## src/include/erpm_pkg.sv

```systemverilog
package erpm_pkg;

    // ==============================================================
    // register word addresses (byte addresses on the APB)
    localparam logic [7:0] ADDR_CMD = 8'h04;
    localparam logic [7:0] ADDR_SSID = 8'h40;
    localparam logic [7:0] ADDR_LEGACY = 8'h44;
    localparam logic [7:0] ADDR_SYSCTL = 8'h80;
    localparam logic [7:0] ADDR_DEVCTL = 8'h90;
    localparam logic [7:0] ADDR_LDCTL = 8'hF0;
    localparam logic [7:0] ADDR_LDSTAT = 8'hF4;

    // ==============================================================
    // writable bits of each register
    localparam logic [31:0] MASK_CMD = 32'h00000167;
    localparam logic [31:0] MASK_SSID = 32'hFFFFFFFF;
    localparam logic [31:0] MASK_LEGACY = 32'hFFFFFFFE;
    localparam logic [31:0] MASK_SYSCTL = 32'h0000007F;
    localparam logic [31:0] MASK_DEVCTL = 32'h007E0000;

    // ==============================================================
    // values after reset
    localparam logic [31:0] RST_CMD = 32'h00000000;
    localparam logic [31:0] RST_SSID = 32'h00000000;
    localparam logic [31:0] RST_LEGACY = 32'h00000000;
    localparam logic [31:0] RST_SYSCTL = 32'h00000000;
    localparam logic [31:0] RST_DEVCTL = 32'h00000000;

    // ==============================================================
    // eeprom image offsets
    localparam logic [7:0] EE_CMD = 8'h02;
    localparam logic [7:0] EE_SSID_LO = 8'h04;
    localparam logic [7:0] EE_SSID_HI = 8'h07;
    localparam logic [7:0] EE_LEG_LO = 8'h08;
    localparam logic [7:0] EE_LEG_HI = 8'h0B;
    localparam logic [7:0] EE_SYSCTL = 8'h0C;
    localparam logic [7:0] EE_DEVCTL = 8'h17;
    localparam logic [7:0] EE_START = 8'h00;
    localparam logic [7:0] FUNC_CARD = 8'h00;

    // ==============================================================
    // loader control and status bits
    localparam int CTL_RELOAD_BIT = 0;
    localparam int ST_BUSY_BIT = 0;
    localparam int ST_DONE_BIT = 1;
    localparam int ST_ABORT_BIT = 2;
    localparam int ST_OTHERFN_BIT = 3;

    typedef enum logic [4:0] {
        S_IND = 5'b00001,
        S_LEN = 5'b00010,
        S_DATA = 5'b00100,
        S_DONE = 5'b01000,
        S_RESTART = 5'b10000
    } erpm_state_t;

    typedef struct packed {
        logic hit;
        logic [7:0] addr;
        logic [31:0] data;
        logic [31:0] mask;
    } erpm_wr_t;

    function automatic logic [31:0] erpm_merge(input logic [31:0] old, input logic [31:0] nw,
                                               input logic [31:0] mask);
        erpm_merge = (old & ~mask) | (nw & mask);
    endfunction

endpackage
```

## src/include/erpm_cfg_if.sv

```systemverilog
`timescale 1ns/100ps
interface erpm_cfg_if;
    logic ld_we;
    logic [7:0] ld_addr;
    logic [31:0] ld_data;
    logic [31:0] ld_mask;
    logic sw_we;
    logic [7:0] sw_addr;
    logic [31:0] sw_data;
    logic [7:0] rd_addr;
    logic [31:0] rd_data;
    logic [3:0] status;

    modport ldr (output ld_we, ld_addr, ld_data, ld_mask, sw_we, sw_addr, sw_data, rd_addr, status,
                 input rd_data);
    modport regs (input ld_we, ld_addr, ld_data, ld_mask, sw_we, sw_addr, sw_data, rd_addr, status,
                  output rd_data);
endinterface

```

## src/hw/erpm_cfg_regs.sv

```systemverilog
`timescale 1ns/100ps
module erpm_cfg_regs
    import erpm_pkg::*;
(
    input wire logic pclk,
    input wire logic presetn,
    erpm_cfg_if.regs cfg
);

    logic [31:0] cmd_reg, ssid_reg, legacy_reg, sysctl_reg, devctl_reg, rd_data_reg;
    logic [31:0] cmd_next, ssid_next, legacy_next, sysctl_next, devctl_next, rd_next;

    // ==============================================================
    // update: the loader wins over a software write in the same cycle
    function automatic logic [31:0] upd(input logic [31:0] old, input logic [7:0] a, input logic [31:0] m);
        if (cfg.ld_we && cfg.ld_addr == a) begin
            upd = erpm_merge(old, cfg.ld_data, cfg.ld_mask & m);
        end else if (cfg.sw_we && cfg.sw_addr == a) begin
            upd = erpm_merge(old, cfg.sw_data, m);
        end else begin
            upd = old;
        end
    endfunction

    // a process rather than assigns: upd reads the bus strobes that are not its arguments
    always_comb begin
        cmd_next = upd(cmd_reg, ADDR_CMD, MASK_CMD);
        ssid_next = upd(ssid_reg, ADDR_SSID, MASK_SSID);
        legacy_next = upd(legacy_reg, ADDR_LEGACY, MASK_LEGACY);
        sysctl_next = upd(sysctl_reg, ADDR_SYSCTL, MASK_SYSCTL);
        devctl_next = upd(devctl_reg, ADDR_DEVCTL, MASK_DEVCTL);
    end

    assign rd_next = (cfg.rd_addr == ADDR_CMD) ? cmd_reg :
                     (cfg.rd_addr == ADDR_SSID) ? ssid_reg :
                     (cfg.rd_addr == ADDR_LEGACY) ? legacy_reg :
                     (cfg.rd_addr == ADDR_SYSCTL) ? sysctl_reg :
                     (cfg.rd_addr == ADDR_DEVCTL) ? devctl_reg :
                     (cfg.rd_addr == ADDR_LDSTAT) ? {28'h0000000, cfg.status} : 32'h00000000;

    always_ff @(posedge pclk or negedge presetn) begin
        if (!presetn) begin
            cmd_reg <= RST_CMD;
            ssid_reg <= RST_SSID;
            legacy_reg <= RST_LEGACY;
            sysctl_reg <= RST_SYSCTL;
            devctl_reg <= RST_DEVCTL;
            rd_data_reg <= 32'h00000000;
        end else begin
            cmd_reg <= cmd_next;
            ssid_reg <= ssid_next;
            legacy_reg <= legacy_next;
            sysctl_reg <= sysctl_next;
            devctl_reg <= devctl_next;
            rd_data_reg <= rd_next;
        end
    end

    assign cfg.rd_data = rd_data_reg;

endmodule

```

## src/hw/erpm_loader.sv

```systemverilog
`timescale 1ns/100ps
// Overview of operation
// - The first image byte selects the function, and only a value of zero starts the card-socket block.
// - Image byte 02h feeds command bit 8 from its bit 7, bits 6..5 and 2..0 straight across, and bits 4..3 are dropped.
// - Image bytes 04h..07h fill configuration bytes 40h..43h low byte first, vendor then subsystem identifier.
// - Image bytes 08h..0Bh fill the legacy base address at 44h..47h, leaving bit 0 of the lowest byte alone.
// - Image byte 0Ch fills bits 6..0 of system control byte 80h while bit 7 keeps its reset value.
module erpm_loader
    import erpm_pkg::*;
(
    input wire logic pclk,
    input wire logic presetn,
    input wire logic [7:0] paddr,
    input wire logic psel,
    input wire logic penable,
    input wire logic pwrite,
    input wire logic [31:0] pwdata,
    output logic [31:0] prdata,
    output logic pready,
    output logic pslverr,
    input wire logic ee_valid,
    input wire logic [7:0] ee_data,
    input wire logic ee_abort,
    output logic ee_ready,
    output logic ee_restart,
    output logic load_done
);

    erpm_cfg_if cfg_bus ();

    erpm_cfg_regs u_regs (
        .pclk(pclk),
        .presetn(presetn),
        .cfg(cfg_bus.regs)
    );

    // ==============================================================
    // image offset to register write
    function automatic erpm_wr_t map_byte(input logic [7:0] off, input logic [7:0] d);
        erpm_wr_t w;
        logic [4:0] sh;
        w = '0;
        sh = {off[1:0], 3'b000};
        if (off == EE_CMD) begin
            w.hit = 1'b1;
            w.addr = ADDR_CMD;
            w.data = {23'h000000, d[7], 1'b0, d[6:5], 2'b00, d[2:0]};
            w.mask = MASK_CMD;
        end else if (off >= EE_SSID_LO && off <= EE_SSID_HI) begin
            w.hit = 1'b1;
            w.addr = ADDR_SSID;
            w.data = {24'h000000, d} << sh;
            w.mask = 32'h000000FF << sh;
        end else if (off >= EE_LEG_LO && off <= EE_LEG_HI) begin
            w.hit = 1'b1;
            w.addr = ADDR_LEGACY;
            w.data = {24'h000000, d} << sh;
            w.mask = (32'h000000FF << sh) & MASK_LEGACY;
        end else if (off == EE_SYSCTL) begin
            w.hit = 1'b1;
            w.addr = ADDR_SYSCTL;
            w.data = {24'h000000, d};
            w.mask = MASK_SYSCTL;
        end else if (off == EE_DEVCTL) begin
            // bit 0 of the image byte is never copied, so a stray one is harmless
            w.hit = 1'b1;
            w.addr = ADDR_DEVCTL;
            w.data = {8'h00, d, 16'h0000};
            w.mask = MASK_DEVCTL;
        end
        map_byte = w;
    endfunction

    // ==============================================================
    // apb decode
    erpm_state_t state_reg, state_next;
    logic [7:0] off_reg, off_next, left_reg, left_next;
    logic abort_reg, abort_next, otherfn_reg, otherfn_next;
    logic ld_we_reg, ld_we_next;
    logic [7:0] ld_addr_reg;
    logic [31:0] ld_data_reg, ld_mask_reg;
    erpm_wr_t wr;

    wire apb_wr = psel && penable && pwrite;
    wire mapped = (paddr == ADDR_CMD) || (paddr == ADDR_SSID) || (paddr == ADDR_LEGACY) ||
                  (paddr == ADDR_SYSCTL) || (paddr == ADDR_DEVCTL) || (paddr == ADDR_LDCTL) ||
                  (paddr == ADDR_LDSTAT);
    wire reload = apb_wr && paddr == ADDR_LDCTL && pwdata[CTL_RELOAD_BIT];
    wire active = (state_reg == S_IND) || (state_reg == S_LEN) || (state_reg == S_DATA);
    wire take = ee_valid && active && !ee_abort;
    wire data_take = take && state_reg == S_DATA;

    assign pready = 1'b1;
    assign pslverr = psel && penable && !mapped;
    assign prdata = cfg_bus.rd_data;
    assign cfg_bus.rd_addr = paddr;
    assign cfg_bus.sw_we = apb_wr && mapped && paddr != ADDR_LDCTL;
    assign cfg_bus.sw_addr = paddr;
    assign cfg_bus.sw_data = pwdata;

    // ==============================================================
    // loader sequence
    always_comb begin
        state_next = state_reg;
        case (state_reg)
            S_IND: begin
                if (ee_abort) begin
                    state_next = S_DONE;
                end else if (take) begin
                    state_next = (ee_data == FUNC_CARD) ? S_LEN : S_DONE;
                end
            end
            S_LEN: begin
                if (ee_abort) begin
                    state_next = S_DONE;
                end else if (take) begin
                    state_next = (ee_data == 8'h00) ? S_DONE : S_DATA;
                end
            end
            S_DATA: begin
                if (ee_abort || (take && left_reg == 8'h01)) begin
                    state_next = S_DONE;
                end
            end
            S_DONE: state_next = S_DONE;
            S_RESTART: state_next = S_IND;
            default: state_next = S_IND;
        endcase
        if (reload) begin
            state_next = S_RESTART;
        end
    end

    assign off_next = (state_reg == S_RESTART) ? EE_START : (take ? off_reg + 8'h01 : off_reg);
    assign left_next = (take && state_reg == S_LEN) ? ee_data : (data_take ? left_reg - 8'h01 : left_reg);
    // an abort in the same cycle as a reload shows only until the restart state clears it
    assign abort_next = (abort_reg && !reload && state_reg != S_RESTART) || (active && ee_abort);
    assign otherfn_next = (otherfn_reg && !reload && state_reg != S_RESTART) ||
                          (take && state_reg == S_IND && ee_data != FUNC_CARD);
    assign wr = map_byte(off_reg, ee_data);
    assign ld_we_next = data_take && wr.hit;

    always_ff @(posedge pclk or negedge presetn) begin
        if (!presetn) begin
            state_reg <= S_IND;
            off_reg <= EE_START;
            left_reg <= 8'h00;
            abort_reg <= 1'b0;
            otherfn_reg <= 1'b0;
        end else begin
            state_reg <= state_next;
            off_reg <= off_next;
            left_reg <= left_next;
            abort_reg <= abort_next;
            otherfn_reg <= otherfn_next;
        end
    end

    always_ff @(posedge pclk or negedge presetn) begin
        if (!presetn) begin
            ld_we_reg <= 1'b0;
            ld_addr_reg <= 8'h00;
            ld_data_reg <= 32'h00000000;
            ld_mask_reg <= 32'h00000000;
        end else begin
            ld_we_reg <= ld_we_next;
            ld_addr_reg <= wr.addr;
            ld_data_reg <= wr.data;
            ld_mask_reg <= wr.mask;
        end
    end

    assign cfg_bus.ld_we = ld_we_reg;
    assign cfg_bus.ld_addr = ld_addr_reg;
    assign cfg_bus.ld_data = ld_data_reg;
    assign cfg_bus.ld_mask = ld_mask_reg;
    assign cfg_bus.status = {otherfn_reg, abort_reg, state_reg == S_DONE, !(state_reg == S_DONE)};
    assign ee_ready = active;
    assign ee_restart = state_reg == S_RESTART;
    assign load_done = state_reg == S_DONE;
endmodule

```

## config.mk

```make
export PLATFORM = sky130hd
export DESIGN_NAME = erpm_loader
export DESIGN_NICKNAME = d
export VERILOG_FILES = /design/src/include/erpm_pkg.sv /design/src/include/erpm_cfg_if.sv /design/src/hw/erpm_cfg_regs.sv /design/src/hw/erpm_loader.sv
export SDC_FILE = /design/constraint.sdc
export NUM_CORES = 1
export LEC_CHECK = 0
export ABC_CLOCK_PERIOD_IN_PS = 2400
export BUFFER_PORTS_ARGS = -buffer_cell sky130_fd_sc_hd__buf_2
export CAP_MARGIN = 5
export CORE_ASPECT_RATIO = 2
export CORE_MARGIN = 4
export CORE_UTILIZATION = 30
export DETAILED_ROUTE_END_ITERATION = 16
export GPL_ROUTABILITY_DRIVEN = 0
export HOLD_SLACK_MARGIN = 0.12
export PLACE_DENSITY_LB_ADDON = 0.3
export SLEW_MARGIN = 20
export SYNTH_ARGS = -nofsm -noshare
export SYNTH_HDL_FRONTEND = slang
export SYNTH_SLANG_ARGS = --single-unit
```

## constraint.sdc

```tcl
create_clock -name pclk -period 2.4 [get_ports pclk]
set_clock_uncertainty 0.05 [all_clocks]
set_input_delay 0.12 -clock pclk [delete_from_list [all_inputs] [get_ports pclk]]
set_output_delay 0.12 -clock pclk [all_outputs]
set_load 0.03 [all_outputs]
```

==> metrics.md <==
| Metric | Value |
|---|---|
| Critical path's largest stage delay | 600 ps |
| Status | finished clean |
| Final Max Slew Viols | 0 |
| Critical path's top delay family | simple AND/OR/NAND/NOR gates |
| Layout area overhead | 27.5% |
| Metal3 WL | 589 um |
| Die area | 30200 um^2 |
| Primary FF master, synth | dfrtp_1 |
| Setup slack, reg-to-reg | 170 ps |
| Final net count | 1010 |
| PortBufs | 90 |
| Num rows | 85 |
| Pwr/cell area | 777 nW/um^2 |
| Element type at the critical path start | primary input |
| DRC | 0 |
| Overall power | 0.00813 W |
| Mapped cell area | 8210 um^2 |
| Uppermost layer routed | met4 |
| Post-synth top area share | 55.5% |
| Clock Latency Late Sink | 440 ps |
| Top cells by area, synth | dfrtp_1, o22ai_1, o22a_1 |
| Core area | 26900 um^2 |
| Max_cap viols | 0 |
| Worst Tran Pin Value | 995 ps |
| Setup violators final | 0 |
| Tcrit/Tclk final | 97.1% |
| Ports | 92 |
| CP cell instances | dlygate4sd3_1, buf_2, or4_4, nor4b_4, o311ai_1, o22a_1, o21a_1 |
| Mean Syn Cell Area | 10.4 um^2 |
| Post-route setup slack | 69.5 ps |
| Final std cells w/o fill | 1310 |
| Crit-path slowest cell | or4_4 |
| Sequential area share after synthesis | 55.8% |
| Worst hold slack | 145 ps |
| Yosys top cell by area | dfrtp_1 |
| Slew HR | 32.6% |
| DP Wirelength | 17800 um |
| Via-to-Cell Ratio | 5.11 |
| WP depth | 7 |
| Via count | 6689 |
| # diodes | 0 |
| Yosys warns | 0 |
| Syn Inst Count | 787 |
| CP Capture Type | flip-flop |
| Critical path buffers and inverters | 2 |
| Vias in the first global route | 7061 |
| DR WL met2 | 13700 um |
| Final TNS setup | 0 ps |
| First-pass GRT wire length | 38400 um |
| DRT antenna net count | 0 |
| Metal1 wirelength | 8880 um |
| TritonCTS clock tree | yes |
| Worst r2r src | cfg_bus.ld_addr[6] |
| Top-count cell post-synth | dfrtp_1 |
| Commonest cells in the netlist | dfrtp_1, nand2_1, inv_1, o22ai_1, a21oi_1 |
| Post-synth ARST share | 100% |
| Initial Util | 30.5% |
| Fillers | 2625 |
| Routed WL per cell | 18.4 um |
| Pre-antenna DRT Iters | 5 |
| Critical path fanouts, max | 7 |
| Place WS | 55.3 ps |
| # clock sinks | 183 |
| First DRT Iteration DRCs | 359 |
| Leak | 4.85 nW |
| Post-synth EDFFs | 0 |
| Gr ovfl total | 0 |
| Hold Crit Class | primary input to async pin |
| CTS root buf | clkbuf_16 |
| Flops & latches, synth | 183 |
| Die width | 125 um |
| Required @ worst endpoint | 2690 ps |
| RSZ-0062 raised after global routing | no |
| Post-synthesis cell type count | 59 |
| GRT Total Usage | 16.1% |
| CTS H-tree lvls | 4 |
| Critical path type | primary input to flip-flop |
| Tmin final | 2330 ps |
| Initial antenna violation count | 0 |
| Final hold vios | 0 |
| Largest net degree at the start of global routing | 57 |
| Die height | 242 um |
| TritonCTS Buffers | 17 |
| Clock buffer depth | 2 |
| Placed Cells | 1227 |
| Worst reg2reg path depth | 4 |
| Max Freq | 0.429 GHz |
| VDD IR max | 0.000481 V |
| CTS clk-pin slew, worst paths | 70 ps |
| WL final | 24100 um |
| Critical path data arrival time | 2620 ps |
| Syn nets | 848 |
| Share of post-route cells with drive strength above 1 | 18.8% |
## metal layers
metal  global-route usage [%]  vias to the layer above
met3                     2.43                       61
met4                     7.95                        0
met1                     16.8                     3321
met5                        0                        -
li1                         -                     3165
met2                     30.7                      142
## per-stage QoR
step | util (%) | area (um^2)
6_report | 38.9 | 10500
5_1_grt | 38.9 | 10500
4_1_cts | 38.9 | 10500
3_5_place_dp | 34.6 | 9300
3_3_place_gp | 34.6 | 9300
2_1_floorplan | - | 8210
## worst reg2reg max path, delay by kind of cell (launching register included)
kind	cells	cell delay (ps)
compound gates	2	1130
simple gates	2	570
flops	1	390
## report_power, final
part	internal, W	switching [W]
Clock	0.00180	0.00129
Sequential	0.00338	0.000330
Combinational	0.000560	0.000765
## worst max path at each step
stage                             to    startpoint  slack (ps)
after detailed placement   flip-flop      paddr[4]          60
after global placement     flip-flop      paddr[4]          80
final                      flip-flop      paddr[1]          70
after CTS                  flip-flop      paddr[6]          50
after floorplan           off_reg[3]  state_reg[3]         260
after global routing       flip-flop      paddr[1]           2
## what timing repair did
item	CTS	global route
hold buffers	51	0
endpoints found under the hold margin	312	0
buffers inserted	0	0
setup endpoints to repair	0	8
resized for setup	0	1
## layout make-up
cell class                 instances  area, um^2  share of cell area [%]
sequential                       183        4580                    43.8
tap                              348         435                    4.16
inverter                          51         191                    1.83
multi-input combinational        518        3290                    31.4
clock buffer                      18         439                    4.20
timing repair buffer             178        1320                    12.6
clock inverter                    14         211                    2.02
## placed cells by master, fill, tap and decap left out, drive strengths merged, types with 10 or more instances in the layout
cell type,Yosys,routed
nor2,38,38
and2,38,38
nor4,10,10
a22o,19,19
dfrtp,182,182
a22oi,11,11
o22ai,51,51
nand3,13,13
dlygate4sd3,0,51
nor3,11,11
a31oi,19,19
buf,13,127
clkbuf,22,18
nand2,66,66
inv,51,57
o21ai,23,23
o22a,36,36
a21oi,55,55
o21a,37,37
## cell families (layout without fill, tap and decap cells)
logic type / after synthesis / after routing / share of synthesized area (%)
adder cells (fa/ha/maj): 6 / 6 / 0.914
other: 1 / 1 / 0.0457
flip-flops: 183 / 183 / 55.8
buffers and inverters: 86 / 261 / 4.33
XOR/XNOR: 10 / 10 / 1.07
AND/OR/NAND/NOR: 227 / 227 / 14.6
AO/OA/AOI/OAI: 269 / 269 / 22.6
multiplexers: 5 / 5 / 0.625
Power figures use the tool's default switching activity.
